## src/hw/wcd_pkg.sv

```systemverilog
// Package of constants and types for the watchdog configuration word decoder.
`default_nettype none
package wcd_pkg;
  // Field positions inside the configuration word.
  localparam int WCD_WINSZ_LSB = 24;
  localparam int WCD_FORCED_BIT = 23;
  localparam int WCD_WINOFF_BIT = 22;
  localparam int WCD_PS_LSB = 16;
  localparam logic [31:0] WCD_RSV_MASK = 32'hFC20_0000;
  localparam logic [4:0] WCD_PS_MAX = 5'h14;
  // Register byte addresses.
  localparam logic [3:0] WCD_OFF_CFG = 4'h0;
  localparam logic [3:0] WCD_OFF_CTRL = 4'h4;
  localparam logic [3:0] WCD_OFF_STAT = 4'h8;
  // Reset values and response codes.
  localparam logic WCD_CTRL_RST = 1'b0;
  localparam logic [1:0] WCD_RESP_OKAY = 2'b00;
  localparam logic [1:0] WCD_RESP_SLVERR = 2'b10;
  // Window size expressed in eighths of the timeout period.
  localparam logic [3:0] WCD_WIN_75 = 4'h6;
  localparam logic [3:0] WCD_WIN_50 = 4'h4;
  localparam logic [3:0] WCD_WIN_375 = 4'h3;
  localparam logic [3:0] WCD_WIN_25 = 4'h2;

  // Decoded watchdog settings.
  typedef struct packed {
    logic [3:0] win_eighths;
    logic forced_on;
    logic window_off;
    logic [4:0] ps_exp;
    logic rsv_ok;
  } wcd_set_t;
endpackage : wcd_pkg
`default_nettype wire

```

## src/hw/wcd_decode.sv

```systemverilog
// Combinational decoder from configuration word to watchdog settings.
`default_nettype none
module wcd_decode
(
  input wire logic [31:0] cfg_word,
  output var wcd_pkg::wcd_set_t settings
);
  import wcd_pkg::*;

  // Map the two-bit window code to eighths of the period.
  function automatic logic [3:0] win_map(input logic [1:0] code);
    case (code)
      2'b11: win_map = WCD_WIN_25;
      2'b10: win_map = WCD_WIN_375;
      2'b01: win_map = WCD_WIN_50;
      default: win_map = WCD_WIN_75;
    endcase
  endfunction : win_map

  logic [4:0] ps_raw;

  // Codes above the top entry saturate at the largest ratio.
  always_comb
  begin
    ps_raw = cfg_word[WCD_PS_LSB +: 5];
    settings.win_eighths = win_map(cfg_word[WCD_WINSZ_LSB +: 2]);
    settings.forced_on = cfg_word[WCD_FORCED_BIT];
    settings.window_off = cfg_word[WCD_WINOFF_BIT];
    settings.ps_exp = (ps_raw > WCD_PS_MAX) ? WCD_PS_MAX : ps_raw;
    settings.rsv_ok = ((cfg_word & WCD_RSV_MASK) == WCD_RSV_MASK);
  end
endmodule : wcd_decode
`default_nettype wire

```

## src/hw/wcd_top.sv

```systemverilog
// Watchdog configuration word decoder with AXI4-Lite register access.
// Functional notes
// - Window code 11,10,01,00 gives 25, 37.5, 50, 75 percent open window.
// - Forced-on bit set runs watchdog from reset; software cannot turn it off.
// - Forced-on bit clear leaves watchdog off, but software may switch it on.
// - Window-off bit one selects non-window mode, zero selects window mode.
// - Postscale field selects divide ratio two to the field value, up to 2^20.
// - Postscale codes above the largest listed code act as the largest code.
//
// Implementation choices: the AXI4-Lite register port and the register addresses.
`default_nettype none
module wcd_top
(
  input wire logic core_clk,
  input wire logic rst,
  input wire logic [31:0] cfg_word,
  input wire logic [3:0] s_axi_awaddr,
  input wire logic s_axi_awvalid,
  output logic s_axi_awready,
  input wire logic [31:0] s_axi_wdata,
  input wire logic [3:0] s_axi_wstrb,
  input wire logic s_axi_wvalid,
  output logic s_axi_wready,
  output logic [1:0] s_axi_bresp,
  output logic s_axi_bvalid,
  input wire logic s_axi_bready,
  input wire logic [3:0] s_axi_araddr,
  input wire logic s_axi_arvalid,
  output logic s_axi_arready,
  output logic [31:0] s_axi_rdata,
  output logic [1:0] s_axi_rresp,
  output logic s_axi_rvalid,
  input wire logic s_axi_rready,
  output logic wd_run,
  output logic [3:0] wd_window_size,
  output logic wd_window_off,
  output logic [20:0] wd_postscale_ratio,
  output logic [4:0] wd_postscale_select,
  output logic wd_cfg_reserved_ok
);
  import wcd_pkg::*;

  wcd_set_t dec_set;
  wcd_set_t set_ff;
  logic captured_ff;
  logic sw_on_ff;
  logic [31:0] word_ff;
  logic aw_hold_ff;
  logic w_hold_ff;
  logic [3:0] aw_addr_ff;
  logic [31:0] w_data_ff;
  logic [3:0] w_strb_ff;
  logic bvalid_ff;
  logic [1:0] bresp_ff;
  logic rvalid_ff;
  logic [31:0] rdata_ff;
  logic [1:0] rresp_ff;
  logic wr_fire;

  wcd_decode u_decode
  (
    .cfg_word(cfg_word),
    .settings(dec_set)
  );

  // The word is sampled on the first edge after reset release, so the asynchronous
  // reset only loads constants and the strap value is caught by a clocked step.
  always_ff @(posedge core_clk or posedge rst)
  begin
    if (rst)
    begin
      captured_ff <= 1'b0;
      set_ff <= '0;
      word_ff <= '0;
    end
    else if (!captured_ff)
    begin
      captured_ff <= 1'b1;
      set_ff <= dec_set;
      word_ff <= cfg_word;
    end
  end

  // Write channel handshakes: address and data are taken in either order.
  assign s_axi_awready = !aw_hold_ff && !bvalid_ff;
  assign s_axi_wready = !w_hold_ff && !bvalid_ff;
  assign wr_fire = aw_hold_ff && w_hold_ff && !bvalid_ff;

  always_ff @(posedge core_clk or posedge rst)
  begin
    if (rst)
    begin
      aw_hold_ff <= 1'b0;
      w_hold_ff <= 1'b0;
      aw_addr_ff <= '0;
      w_data_ff <= '0;
      w_strb_ff <= '0;
    end
    else
    begin
      if (s_axi_awvalid && s_axi_awready)
      begin
        aw_hold_ff <= 1'b1;
        aw_addr_ff <= s_axi_awaddr;
      end
      else if (wr_fire)
        aw_hold_ff <= 1'b0;
      if (s_axi_wvalid && s_axi_wready)
      begin
        w_hold_ff <= 1'b1;
        w_data_ff <= s_axi_wdata;
        w_strb_ff <= s_axi_wstrb;
      end
      else if (wr_fire)
        w_hold_ff <= 1'b0;
    end
  end

  // Software run request; a clear is stored, but wd_run stays on while the word forces the watchdog on.
  always_ff @(posedge core_clk or posedge rst)
  begin
    if (rst)
      sw_on_ff <= WCD_CTRL_RST;
    else if (wr_fire && aw_addr_ff == WCD_OFF_CTRL && w_strb_ff[0])
      sw_on_ff <= w_data_ff[0];
  end

  // Write response; only the control register takes writes.
  always_ff @(posedge core_clk or posedge rst)
  begin
    if (rst)
    begin
      bvalid_ff <= 1'b0;
      bresp_ff <= WCD_RESP_OKAY;
    end
    else if (wr_fire)
    begin
      bvalid_ff <= 1'b1;
      bresp_ff <= (aw_addr_ff == WCD_OFF_CTRL) ? WCD_RESP_OKAY : WCD_RESP_SLVERR;
    end
    else if (s_axi_bready)
      bvalid_ff <= 1'b0;
  end

  // Read channel; the configuration word itself is read-only.
  assign s_axi_arready = !rvalid_ff;

  always_ff @(posedge core_clk or posedge rst)
  begin
    if (rst)
    begin
      rvalid_ff <= 1'b0;
      rdata_ff <= '0;
      rresp_ff <= WCD_RESP_OKAY;
    end
    else if (s_axi_arvalid && s_axi_arready)
    begin
      rvalid_ff <= 1'b1;
      rresp_ff <= WCD_RESP_OKAY;
      case (s_axi_araddr)
        WCD_OFF_CFG: rdata_ff <= word_ff;
        WCD_OFF_CTRL: rdata_ff <= {31'h0000_0000, sw_on_ff};
        WCD_OFF_STAT: rdata_ff <= {18'h0_0000, set_ff.rsv_ok, set_ff.ps_exp, set_ff.win_eighths,
                                   set_ff.window_off, set_ff.forced_on, wd_run, captured_ff};
        default:
        begin
          rdata_ff <= '0;
          rresp_ff <= WCD_RESP_SLVERR;
        end
      endcase
    end
    else if (s_axi_rready)
      rvalid_ff <= 1'b0;
  end

  assign s_axi_bvalid = bvalid_ff;
  assign s_axi_bresp = bresp_ff;
  assign s_axi_rvalid = rvalid_ff;
  assign s_axi_rdata = rdata_ff;
  assign s_axi_rresp = rresp_ff;

  // Settings to the watchdog counter; nothing runs before the word is captured.
  assign wd_run = captured_ff && (set_ff.forced_on || sw_on_ff);
  assign wd_window_size = set_ff.win_eighths;
  assign wd_window_off = set_ff.window_off;
  assign wd_postscale_select = set_ff.ps_exp;
  assign wd_postscale_ratio = 21'h00_0001 << set_ff.ps_exp;
  assign wd_cfg_reserved_ok = set_ff.rsv_ok;
endmodule : wcd_top
`default_nettype wire

```

## config.mk

```make
export PLATFORM = sky130hd
export DESIGN_NAME = wcd_top
export DESIGN_NICKNAME = d
export VERILOG_FILES = /design/src/hw/wcd_pkg.sv /design/src/hw/wcd_decode.sv /design/src/hw/wcd_top.sv
export SDC_FILE = /design/constraint.sdc
export NUM_CORES = 1
export LEC_CHECK = 0
export BUFFER_PORTS_ARGS = -buffer_cell sky130_fd_sc_hd__buf_4
export CAP_MARGIN = 20
export CORE_MARGIN = 10
export CORE_UTILIZATION = 49
export CTS_BUF_LIST = sky130_fd_sc_hd__clkbuf_4 sky130_fd_sc_hd__clkbuf_8
export DETAILED_ROUTE_END_ITERATION = 10
export PLACE_DENSITY = 0.82
export RECOVER_POWER = 100
export SKIP_CTS_REPAIR_TIMING = 1
export SLEW_MARGIN = 20
export SYNTH_ARGS = -nofsm -noshare
export SYNTH_HDL_FRONTEND = slang
export SYNTH_SLANG_ARGS = --single-unit
```

## constraint.sdc

```tcl
create_clock -name core_clk -period 3.9 [get_ports core_clk]
set_input_delay 1.17 -clock core_clk [delete_from_list [all_inputs] [get_ports core_clk]]
set_output_delay 1.17 -clock core_clk [all_outputs]
set_load 0.02 [all_outputs]
```

Yosys cells after proc, flatten, opt, wreduce, memory -nomap -nowiden
Cells that the tools add are included. Widths: inputs -> output; s select.

$lt $le $gt $ge: 1. Equal/unequal tests: 7. Shift-type cells: 1. Multiplexer cells: 12. Reduce and logical (&&, ||, !) cells: 21.

Operators by type and width (count): $pmux 32 s3 (1); $shl 1x5->21 const A (1); $logic_and 1x1->1 (10); $pmux 3 s3 (1); $eq 4x3->1 const B (2); $reduce_bool 2->1 (4); $eq 7x7->1 const B (1); $mux 1 (7); $gt 5x5->1 const B (1); $mux 5 (1); $eq 2x2->1 const B (2); $eq 4x4->1 const B (1); $logic_not 1->1 (4); $logic_not 4->1 (1); $mux 2 (2); $reduce_or 3->1 (1); $eq 2x1->1 const B (1); $logic_or 1x1->1 (1).

Register bits after elaboration: 92. Input bits: 83.

Logic depth before layout (Yosys ltp)
Gate-level depths: netlist of the first run.

Word-level depth: 4. Depth in mapped cells: 6. Depth with buffers taken out: 3.

Modules after synthesis
From an unflattened synthesis of the first run, not the netlist that was laid out.

Cells, all modules: 306. Area, all modules: 3905.0 um^2.

By module, submodules not included: wcd_top (instances 1, cells an instance 290, area an instance 3813.7 um^2); wcd_decode (instances 1, cells an instance 16, area an instance 91.3 um^2).

Least setup slack after synthesis of the first run
No wires, ideal clock.

Kind: register to output. Start: register set_ff (netlist bit wd_postscale_select[2]). End: output port wd_postscale_ratio[10]. Arrival time: 1.247 ns. Data required time: 2.730 ns. Setup slack: 1.483 ns. Stages on the path, launching flop included: 3. Path through: dfrtp_1 or3b_2 nor2_1.

Word-level cells in the longest chain between the ends: 1.

Ends and longest elaborated chain: start: declaration (RTL line wcd_top.sv:44) `wcd_set_t set_ff;`; start signal: assignment (RTL line wcd_top.sv:79) `set_ff <= dec_set;`; $shl 1x5->21 (RTL line wcd_top.sv:187) `assign wd_postscale_ratio = 21'h00_0001 << set_ff.ps_exp;`; end: declaration (RTL line wcd_top.sv:37) `output logic [20:0] wd_postscale_ratio,`.

Every way passes these cells.

Final worst setup path of the first run
Start: input port s_axi_arvalid. End: register rdata_ff[4] (netlist: s_axi_rdata[4]).

Word-level cells in the longest chain between the ends: 1.

Ends and longest elaborated chain: start: declaration (RTL line wcd_top.sv:28) `input wire logic s_axi_arvalid,`; $logic_and 1x1->1 (RTL line wcd_top.sv:156) `else if (s_axi_arvalid && s_axi_arready)`; end signal: assignment (RTL line wcd_top.sv:161) `WCD_OFF_CFG: rdata_ff <= word_ff;`; end signal: assignment (RTL line wcd_top.sv:162) `WCD_OFF_CTRL: rdata_ff <= {31'h0000_0000, sw_on_ff};`; end signal: assignment (RTL line wcd_top.sv:163) `WCD_OFF_STAT: rdata_ff <= {18'h0_0000, set_ff.rsv_ok, set_ff.ps_exp, set_ff.win_eighths,`; end: declaration (RTL line wcd_top.sv:56) `logic [31:0] rdata_ff;`.

Every way passes these cells. A chain may end at the register's enable or synchronous reset.

==> summary.md, run 1 <==
| Metric | Value |
|---|---|
| Status | `finished, violations left` |
| Failing checks | `max-capacitance violations, max-slew violations` |
| Least-Margin Pin Slew | `2.48 ns` |
| Seq/Total Area, Yosys | `58.8%` |
| CTS max path bufs | `2` |
| R2r startpoint | `captured_ff` |
| Clock Pin Slew Worst Setup and Hold Paths | `0.09 ns` |
| Vias in the first global route | `2767` |
| Synth cell types | `34` |
| Port-buffer cells | `119` |
| Mapped Cells | `305` |
| Power per cell area | `471 nW/um2` |
| Die area | `11400 um2` |
| Worst-case reg-to-reg path depth | `2` |
| Fin. Hold Viols | `0` |
| Die width | `107 um` |
| DRC viols | `0` |
| #FFs+latches synth | `87` |
| Largest family of logic cells by synthesized area | `multiplexers` |
| Mapped Area | `3700 um2` |
| Starting Density | `50.8%` |
| Synth Area in Adders | `0%` |
| Most frequent cells in the layout | `dfrtp_1, clkbuf_1, buf_4` |
| Critical-path maximum fanout | `37` |
| Syn. warnings | `0` |
| Unrepaired setup endpoints after global routing | `no` |
| Max Slew Vio Count | `178` |
| N_diodes | `0` |
| DP Worst Slack | `1.18 ns` |
| Drt total wl | `8940 um` |
| Max-Cap Viols | `3` |
| Min cycle time layout | `3.07 ns` |
| Crit-path cells | `clkbuf_4 > nand2b_1 > or4_1 > o21ai_0` |
| Global Route Usage Sum | `15.3%` |
| H-tree levels | `3` |
| GRT overflow | `0` |
| Post-synthesis compound-gate area fraction | `10.5%` |
| Antenna-violating nets left | `0` |
| DIE HEIGHT | `107 um` |
| Mux cell area share after synthesis | `14.2%` |
| Critical Path Max Stage Delay | `1.00 ns` |
| Hold Path End | `word_ff[19]` |
| Final nets | `495` |
| # clock sinks | `87` |
| Core box area | `7290 um2` |
| Fmax | `0.326 GHz` |
| Inserted Clock Buffers | `9` |
| Simple-gate share of the synthesized area | `11.0%` |
| Final core utilization | `60.9%` |
| Setup Skew | `0.0113 ns` |
| First-pass GRT wire length | `14100 um` |
| WP data required | `4.17 ns` |
| Post-synthesis xor/xnor area fraction | `0%` |
| Routed wire per std cell | `17.3 um` |
| HP Class | `reg -> reg` |
| Leak | `2.01 nW` |
| Worst VDD drop | `0.000317 V` |
| Layout cell share with drive strength beyond 1 | `25.9%` |
| Site Rows | `31` |
| CP delay by family, top | `simple AND/OR/NAND/NOR gates` |
| Drt via density | `5.16` |
| Reg-to-reg endpoint | `word_ff[10]` |
| Setup TNS | `0 ns` |
| Synthesized area per cell | `12.1 um2` |
| Post-DP HPWL | `6450 um` |
| Hold path start | `word_ff[19]` |
| Clk_lat worst skew | `0.35 ns` |
| Critical setup path kind | `in -> reg` |
| Commonest non-fill, non-tap cell in the layout | `dfrtp_1` |
| Buf+Inv Stages, Crit Path | `1` |
| Placed Cells incl. Taps | `500` |
| Slowest cell on crit path | `or4_1` |
| Largest net degree at the start of global routing | `88` |
| CTS tree | `built` |
| Via count | `2662` |
| Reg2Reg Setup Slack | `1.17 ns` |
| Critical path startpoint category | `input port` |
| Initial antenna violation count | `0` |
| Crit share post-route | `78.6%` |
| CTS root buf | `clkbuf_8` |
| Number of DRC markers in iteration 0 | `87` |
| DRT Pass-1 Iters | `4` |
| Area Overhead vs Synth | `19.9%` |
| Gpl congestion | `0.820` |
| Setup-failing EPs final | `0` |
| Final Non-Filler Cells | `516` |
| Crit end category | `flip-flop` |
| CP Data Arrival Time | `3.33 ns` |
| Final Worst Setup Slack | `0.834 ns` |
| Worst relative slew slack | `-65.1%` |
| I/O Pins | `157` |
| WHS Path Cells | `2` |
==> per-stage QoR <==
step / power [mW] / hold slack (ns) / cell area, um2
after floorplan: 1.41 / 0.443 / 3710
after global placement: 1.58 / 0.459 / 4590
after detailed placement: 1.60 / 0.462 / 4590
after CTS: 2.17 / 0.483 / 4770
after global routing: 2.21 / 0.495 / 4440
final: 2.09 / 0.477 / 4440
==> how the worst max path moves through the flow <==
stage | start | slack (ns) | cells past startpoint | end
final | s_axi_arvalid | 0.83 | 4 | s_axi_rdata[4]
after global placement | s_axi_araddr[3] | 1.14 | 4 | s_axi_rdata[18]
after global routing | rst | 0.50 | 3 | captured_ff
after detailed placement | s_axi_araddr[3] | 1.18 | 4 | s_axi_rdata[25]
after CTS | wd_postscale_select[3] | 1.06 | 3 | wd_postscale_ratio[6]
after floorplan | rst | 0.48 | 1 | aw_addr_ff[0]
==> layout make-up <==
cell class,instances,area (um2)
Timing Repair Buffer,121,636
Sequential cell,87,2180
Multi-Input combinational cell,187,1290
Fill cell,709,2850
Tap cell,99,124
Inverter,6,23.8
Clock inverter,6,43.8
Clock buffer,10,138
==> report_power, final <==
group          leakage, nW  switching [mW]  total [mW]  internal, mW
combinational        0.840           0.238       0.415         0.177
sequential            1.09          0.0802        1.10          1.02
clock               0.0809           0.326       0.576         0.250
total                 2.01           0.644        2.09          1.45
==> cell families after synthesis <==
kind of cell / count (synthesis)
buffers and inverters: 33
AND/OR/NAND/NOR: 84
AO/OA/AOI/OAI: 51
other: 2
multiplexers: 48
flip-flops: 87
==> state kept, by name, summed over array words and instances (netlist names) <==
| name | flops |
|---|---|
| s_axi_rdata | 32 |
| word_ff | 32 |
| wd_postscale_select | 5 |
| aw_addr_ff | 4 |
| wd_window_size | 3 |
| aw_hold_ff | 1 |
| captured_ff | 1 |
| s_axi_bresp | 1 |
| s_axi_bvalid | 1 |
| s_axi_rresp | 1 |
| s_axi_rvalid | 1 |
| sw_on_ff | 1 |
| w_data_ff | 1 |
| w_hold_ff | 1 |
| w_strb_ff | 1 |
| wd_cfg_reserved_ok | 1 |
==> worst min-delay path, cell delays in order (launching register included) <==
cell     delay (ns)
dfrtp_1        0.35
nand2_1        0.05
nand2_1        0.05
==> synth_stat cells <==
library cell	instances	area [um2]
conb_1	2	7.51
a2111o_1	1	11.3
dfrtp_1	87	2180
or3b_2	2	17.5
inv_1	6	22.5
a21oi_1	2	10.0
and3b_1	1	8.76
nor2_1	26	97.6
nor2b_1	6	37.5
buf_4	13	97.6
mux2_2	36	405
nand2_1	32	120
o21ai_2	10	87.6
nor3b_1	1	7.51
nor4b_1	1	8.76
or2_2	1	6.26
nand3_1	1	5.00
a221oi_1	1	8.76
mux2i_1	12	120
a21boi_0	1	7.51
or3_1	1	6.26
o21ai_0	12	60.1
buf_2	5	25.0
nand3b_1	3	22.5
nand4_1	1	6.26
a22o_1	20	175
nand2b_4	1	13.8
nand2b_1	5	31.3
clkbuf_1	7	26.3
or4_4	1	11.3
o31ai_1	1	7.51
o21a_1	3	22.5
nor4_1	1	6.26
buf_6	2	22.5
==> layer usage <==
metal	vias up	GRT usage, %	share of wire [%]
met5	-	0	0
met4	0	3.77	0.85
met3	7	8.02	11
met2	101	25.3	47
met1	1308	17.2	40
li1	1246	-	-
Power figures use the tool's default switching activity.
==> inputs of run 2 (changes only) <==
--- a/config.mk
+++ b/config.mk
@@ -8,10 +8,10 @@
 export BUFFER_PORTS_ARGS = -buffer_cell sky130_fd_sc_hd__buf_4
 export CAP_MARGIN = 20
 export CORE_MARGIN = 10
-export CORE_UTILIZATION = 49
+export CORE_UTILIZATION = 45
 export CTS_BUF_LIST = sky130_fd_sc_hd__clkbuf_4 sky130_fd_sc_hd__clkbuf_8
 export DETAILED_ROUTE_END_ITERATION = 10
-export PLACE_DENSITY = 0.82
+export PLACE_DENSITY = 0.79
 export RECOVER_POWER = 100
 export SKIP_CTS_REPAIR_TIMING = 1
 export SLEW_MARGIN = 20
==> constraint.sdc (replaced) <==
create_clock -name core_clk -period 2.5 [get_ports core_clk]
set_input_delay 0.75 -clock core_clk [delete_from_list [all_inputs] [get_ports core_clk]]
set_output_delay 0.75 -clock core_clk [all_outputs]
set_load 0.02 [all_outputs]
==> run 2 against run 1 <==
Effect of this change:
- highest routed layer unchanged
- combinational power rose by 58%
- non-clock buffer count rose by 2
- routed wire length rose by 2.7%
- critical endpoint is now wd_postscale_ratio[10]
- the run now ends clean
- clock power rose by 65%
- power rose by 59%
- register-to-register slack got worse by 0.91 ns
- via count rose by 1.2%
- first-iteration DRC count rose by 26%
==> summary.md, run 2 (synthesis results as in run 1) <==
| Metric | Value |
|---|---|
| Status | `finished, final reports clean (was finished, violations left)` |
| Gr busiest metal | `met2 (unchanged)` |
| Fin. Hold Viols | `0 (unchanged)` |
| Buf+Inv Stages, Crit Path | `1 (unchanged)` |
| Setup-failing EPs final | `0 (unchanged)` |
| Final nets | `497 (was 495)` |
| HP Class | `reg -> reg (unchanged)` |
| Routed wire per std cell | `17.5 um (was 17.3 um)` |
| CTS root buf | `clkbuf_8 (unchanged)` |
| Crit end category | `output port (was flip-flop)` |
| Max Slew Vio Count | `0 (was 178)` |
| Critical path startpoint category | `flip-flop (was input port)` |
| I/O Pins | `157 (unchanged)` |
| Layout cell share with drive strength beyond 1 | `28.9% (was 25.9%)` |
| Port-buffer cells | `119 (unchanged)` |
| Die area | `12300 um2 (was 11400 um2)` |
| Met3 Usage GRT | `5.52% (was 8.02%)` |
| Clk_lat worst skew | `0.35 ns (about the same)` |
| Gpl congestion | `0.856 (was 0.820)` |
| DP Worst Slack | `0.490 ns (was 1.18 ns)` |
| Worst VDD drop | `0.000492 V (was 0.000317 V)` |
| Initial antenna violation count | `0 (unchanged)` |
| Antenna-violating nets left | `0 (unchanged)` |
| Commonest non-fill, non-tap cell in the layout | `dfrtp_1 (unchanged)` |
| Number of DRC markers in iteration 0 | `110 (was 87)` |
| Met1 Track Usage GR | `17.6% (was 17.2%)` |
| Global Route Usage Sum | `14.9% (was 15.3%)` |
| Die width | `111 um (was 107 um)` |
| Critical-path maximum fanout | `9 (was 37)` |
| Crit-path cells | `or3b_2 > nor2_1 > clkbuf_2 (was clkbuf_4 > nand2b_1 > or4_1 > o21ai_0)` |
| Grt met2 use | `24.9% (was 25.3%)` |
| Total chip power | `3.33 mW (was 2.09 mW)` |
| Site Rows | `33 (was 31)` |
| Critical setup path kind | `reg -> out (was in -> reg)` |
| Max-Cap Viols | `0 (was 3)` |
| WP data required | `1.75 ns (was 4.17 ns)` |
| Largest net degree at the start of global routing | `88 (unchanged)` |
| Drt total wl | `9180 um (was 8940 um)` |
| DIE HEIGHT | `111 um (was 107 um)` |
| First-pass GRT wire length | `15300 um (was 14100 um)` |
| Vias in the first global route | `2909 (was 2767)` |
| DRT Pass-1 Iters | `4 (unchanged)` |
| Setup TNS | `0 ns (unchanged)` |
| Least-Margin Pin Slew | `1.19 ns (was 2.48 ns)` |
| Area Overhead vs Synth | `21.3% (was 19.9%)` |
| Post-DP HPWL | `6670 um (was 6450 um)` |
| Final hold slack | `0.481 ns (was 0.477 ns)` |
| Setup Skew | `0.00766 ns (was 0.0113 ns)` |
| Via count | `2693 (was 2662)` |
| Min cycle time layout | `2.41 ns` |
| CTS tree | `built (unchanged)` |
| CTS max path bufs | `2 (unchanged)` |
| Drt via density | `5.14 (was 5.16)` |
| N_diodes | `0 (unchanged)` |
| Starting Density | `45.7% (was 50.8%)` |
| Leak | `2.08 nW (was 2.01 nW)` |
| Clock Pin Slew Worst Setup and Hold Paths | `0.08 ns (was 0.09 ns)` |
| Crit share post-route | `96.2%` |
| Unrepaired setup endpoints after global routing | `no (unchanged)` |
| Inserted Clock Buffers | `9 (unchanged)` |
| Worst relative slew slack | `20.6% (was -65.1%)` |
| GRT overflow | `0 (unchanged)` |
| CP Data Arrival Time | `1.66 ns (was 3.33 ns)` |
| # clock sinks | `87 (unchanged)` |
| H-tree levels | `3 (unchanged)` |
| Fmax | `0.416 GHz` |
| Final Worst Setup Slack | `0.0941 ns (was 0.834 ns)` |
| CP delay by family, top | `simple AND/OR/NAND/NOR gates (unchanged)` |
| Critical Path Max Stage Delay | `0.53 ns (was 1.00 ns)` |
| Slowest cell on crit path | `or3b_2 (was or4_1)` |
| Power per cell area | `741 nW/um2 (was 471 nW/um2)` |
| Core box area | `8090 um2 (was 7290 um2)` |
| DRC viols | `0 (unchanged)` |
| Most frequent cells in the layout | `dfrtp_1, clkbuf_1, buf_4 (unchanged)` |
[run 2: cell count changes in the layout (fill, tap and decap cells not counted), sizes merged]
cell / change
buf: +4
clkinv: +3
clkinvlp: -3
clkbuf: -2
bufinv: +1
inv: -1
[run 2: cell type report]
type | count | area, um2
Clock buffer | 10 | 131
Clock inverter | 6 | 61.3
Inverter | 6 | 23.8
Fill cell | 795 | 3600
Multi-Input combinational cell | 187 | 1290
Timing Repair Buffer | 123 | 667
Sequential cell | 87 | 2180
Tap cell | 105 | 131
[run 2: worst paths after layout]
check | depth (start not counted) | slack (ns) | start | endpoint
setup / recovery | 3 | 0.09 | wd_postscale_select[4] | wd_postscale_ratio[10]
hold / removal | 2 | 0.48 | s_axi_rdata[8] | s_axi_rdata[8]
setup reg to reg | 3 | 0.26 | s_axi_rvalid | s_axi_rvalid
hold reg to reg | 2 | 0.48 | s_axi_rdata[8] | s_axi_rdata[8]
max in group asynchronous | 3 | 0.84 | rst | captured_ff
min in group asynchronous | 3 | 0.79 | rst | word_ff[31]
[run 2: worst reg2reg max path: stages (launching register included)]
cell	delay [ns]
dfrtp_1	0.36
nand2b_1	0.56
clkbuf_1	0.94
o21ai_0	0.21
[run 2: power by group]
part | total (mW) | switching, mW | leakage [nW] | internal, mW
Clock | 0.953 | 0.483 | 0.0994 | 0.470
Sequential | 1.72 | 0.130 | 1.09 | 1.59
Combinational | 0.654 | 0.375 | 0.889 | 0.279
[run 2: through the flow]
| stage | utilization [%] | cells | area [um2] |
|---|---|---|---|
| after floorplan | - | 307 | 3710 |
| after global placement | 57.0 | 508 | 4610 |
| after detailed placement | 57.0 | 508 | 4610 |
| after CTS | 59.4 | 524 | 4800 |
| after global routing | 55.5 | 524 | 4490 |
| final | 55.5 | 524 | 4490 |
[run 2: routing by layer]
layer  wire, um  vias up
met5          0        -
met4         58        0
met3        684        9
met2       4560       91
met1       3880     1346
li1           -     1247
==> inputs of run 3 (changes only) <==
--- a/config.mk
+++ b/config.mk
@@ -5,7 +5,7 @@
 export SDC_FILE = /design/constraint.sdc
 export NUM_CORES = 1
 export LEC_CHECK = 0
-export BUFFER_PORTS_ARGS = -buffer_cell sky130_fd_sc_hd__buf_4
+export BUFFER_PORTS_ARGS = -buffer_cell sky130_fd_sc_hd__buf_2
 export CAP_MARGIN = 20
 export CORE_MARGIN = 10
 export CORE_UTILIZATION = 45
==> run 3 against run 2 <==
Effect of this change:
- design area decreased by 1.8%
- hold slack got worse by 0.0020 ns
- clock skew increased by 0.0013 ns
- non-clock buffer count increased by 1
- routed wire length decreased by 2.0%
- largest cell class unchanged
==> summary.md, run 3 (synthesis results as in run 1) <==
| Metric | Value |
|---|---|
| Most frequent cells in the layout | `dfrtp_1, clkbuf_1, buf_2 (was dfrtp_1, clkbuf_1, buf_4)` |
| Setup TNS | `0 ns (unchanged)` |
| Final core utilization | `54.4% (was 55.5%)` |
| Final nets | `498 (was 497)` |
| DRC viols | `0 (unchanged)` |
| Routed wire per std cell | `17.2 um (was 17.5 um)` |
| Slowest cell on crit path | `or3b_2 (unchanged)` |
| Drt via density | `5.03 (was 5.14)` |
| CP delay by family, top | `simple AND/OR/NAND/NOR gates (unchanged)` |
| CTS tree | `built (unchanged)` |
| Leak | `2.06 nW (was 2.08 nW)` |
| Met2 wire length | `4360 um (was 4560 um)` |
| WHS Path Cells | `2 (unchanged)` |
| Number of DRC markers in iteration 0 | `107 (was 110)` |
| DRT met1 WL | `3840 um (was 3880 um)` |
| Layout cell share with drive strength beyond 1 | `29.4% (was 28.9%)` |
| Power per cell area | `778 nW/um2 (was 741 nW/um2)` |
| Commonest non-fill, non-tap cell in the layout | `dfrtp_1 (unchanged)` |
| Clock Pin Slew Worst Setup and Hold Paths | `0.08 ns (about the same)` |
| Min cycle time layout | `2.41 ns (about the same)` |
| Critical path startpoint category | `flip-flop (unchanged)` |
| First-pass GRT wire length | `14800 um (was 15300 um)` |
| DIE HEIGHT | `111 um (unchanged)` |
| Reg-to-reg endpoint | `s_axi_rdata[27] (was s_axi_rvalid)` |
| Largest net degree at the start of global routing | `88 (unchanged)` |
| WL met3 | `728 um (was 684 um)` |
| Clk_lat worst skew | `0.34 ns (was 0.35 ns)` |
| Unrepaired setup endpoints after global routing | `no (unchanged)` |
| Initial antenna violation count | `0 (unchanged)` |
| Hold Path End | `word_ff[19] (was s_axi_rdata[8])` |
| Core box area | `8090 um2 (unchanged)` |
| Crit end category | `output port (unchanged)` |
| Post-DP HPWL | `6610 um (was 6670 um)` |
| Fin. Hold Viols | `0 (unchanged)` |
| Starting Density | `45.7% (unchanged)` |
| N_diodes | `0 (unchanged)` |
| HP Class | `reg -> reg (unchanged)` |
| CP Data Arrival Time | `1.66 ns (about the same)` |
| Drt total wl | `9000 um (was 9180 um)` |
| Area Overhead vs Synth | `19.0% (was 21.3%)` |
| Crit share post-route | `96.3% (was 96.2%)` |
| Die width | `111 um (unchanged)` |
| Antenna-violating nets left | `0 (unchanged)` |
| Setup Skew | `0.00892 ns (was 0.00766 ns)` |
| Max Slew Vio Count | `0 (unchanged)` |
| GRT overflow | `0 (unchanged)` |
| CTS max path bufs | `2 (unchanged)` |
| Number of fill cells | `769 (was 795)` |
| Least-Margin Pin Slew | `1.17 ns (was 1.19 ns)` |
| Crit-path cells | `or3b_2 > nor2_1 > buf_2 (was or3b_2 > nor2_1 > clkbuf_2)` |
| Reg2Reg Setup Slack | `0.31 ns (was 0.26 ns)` |
| Critical setup path kind | `reg -> out (unchanged)` |
| Worst relative slew slack | `22.1% (was 20.6%)` |
| DP Worst Slack | `0.439 ns (was 0.490 ns)` |
| WP data required | `1.75 ns (about the same)` |
| Worst VDD drop | `0.000503 V (was 0.000492 V)` |
| Status | `finished, final reports clean (unchanged)` |
| Critical-path maximum fanout | `9 (unchanged)` |
| Die area | `12300 um2 (unchanged)` |
| Port-buffer cells | `119 (unchanged)` |
| Via count | `2636 (was 2693)` |
| Site Rows | `33 (unchanged)` |
| Final Worst Setup Slack | `0.0923 ns (was 0.0941 ns)` |
| Worst-case reg-to-reg path depth | `4 (was 3)` |
| Fmax | `0.415 GHz (was 0.416 GHz)` |
| Global Route Usage Sum | `14.6% (was 14.9%)` |
| Multi-input logic area | `1290 um2 (unchanged)` |
| Inserted Clock Buffers | `9 (unchanged)` |
| Hold path start | `word_ff[19] (was s_axi_rdata[8])` |
| Setup-failing EPs final | `0 (unchanged)` |
| Max-Cap Viols | `0 (unchanged)` |
| R2r startpoint | `s_axi_rvalid (unchanged)` |
| CTS root buf | `clkbuf_8 (unchanged)` |
| Buf+Inv Stages, Crit Path | `1 (unchanged)` |
| Gpl congestion | `0.857 (was 0.856)` |
| I/O Pins | `157 (unchanged)` |
| Vias in the first global route | `2901 (was 2909)` |
| Sequential cell area | `2180 um2 (about the same)` |
| Critical Path Max Stage Delay | `0.54 ns (was 0.53 ns)` |
| # clock sinks | `87 (unchanged)` |
| DRT Pass-1 Iters | `4 (unchanged)` |
| Final hold slack | `0.479 ns (was 0.481 ns)` |
| DR top layer | `met4 (unchanged)` |
| H-tree levels | `3 (unchanged)` |
==> run 3: changes by cell type in the layout (fill, tap and decap cells not counted), sizes merged <==
cell      delta
buf          +4
clkbuf       -3
bufinv       +1
clkinv       -1
clkinvlp     -1
==> run 3: layout make-up <==
cell class | count | share of cell area, %
sequential | 87 | 49.5
multi-input combinational | 187 | 29.4
timing repair buffer | 124 | 12.6
clock buffer | 10 | 3.12
tap | 105 | 2.98
clock inverter | 5 | 1.87
inverter | 6 | 0.596
==> run 3: how the worst max path moves through the flow <==
stage                           start                      to  slack, ns  cells after the start
6_report       wd_postscale_select[2]  wd_postscale_ratio[10]       0.09                      3
5_1_grt        wd_postscale_select[3]   wd_postscale_ratio[6]       0.02                      3
4_1_cts        wd_postscale_select[4]  wd_postscale_ratio[10]       0.05                      3
3_5_place_dp   wd_postscale_select[4]  wd_postscale_ratio[10]       0.44                      3
3_3_place_gp   wd_postscale_select[2]  wd_postscale_ratio[10]       0.49                      3
2_1_floorplan  wd_postscale_select[2]  wd_postscale_ratio[10]       0.50                      2
==> run 3: worst register-to-register path, delay by kind of cell, from the launching register on <==
kind,cells,cell delay [ns]
AND/OR/NAND/NOR,2,0.76
AO/OA/AOI/OAI,1,0.25
flip-flops,1,0.40
buffers and inverters,1,0.72
==> run 3: power breakdown <==
group          leakage [nW]  switching, mW  internal [mW]  total, mW
Combinational         0.855          0.375          0.260      0.635
Clock                 0.112          0.486          0.587       1.07
Sequential             1.09          0.129           1.59       1.72
Total                  2.06          0.990           2.44       3.43
==> run 3: per-layer routing <==
| layer | track usage, % | vias up |
|---|---|---|
| met1 | 16.7 | 1278 |
| met3 | 5.95 | 9 |
| met4 | 4.60 | 0 |
| li1 | - | 1257 |
| met5 | 0 | - |
| met2 | 24.2 | 92 |
==> run 3: metrics by stage <==
stage                     std cells  instance area (um2)  power [mW]
after floorplan                 307                 3710        2.20
after global placement          509                 4320        2.40
after detailed placement        509                 4320        2.43
after CTS                       524                 4540        3.50
after global routing            524                 4410        3.61
final                           524                 4410        3.43
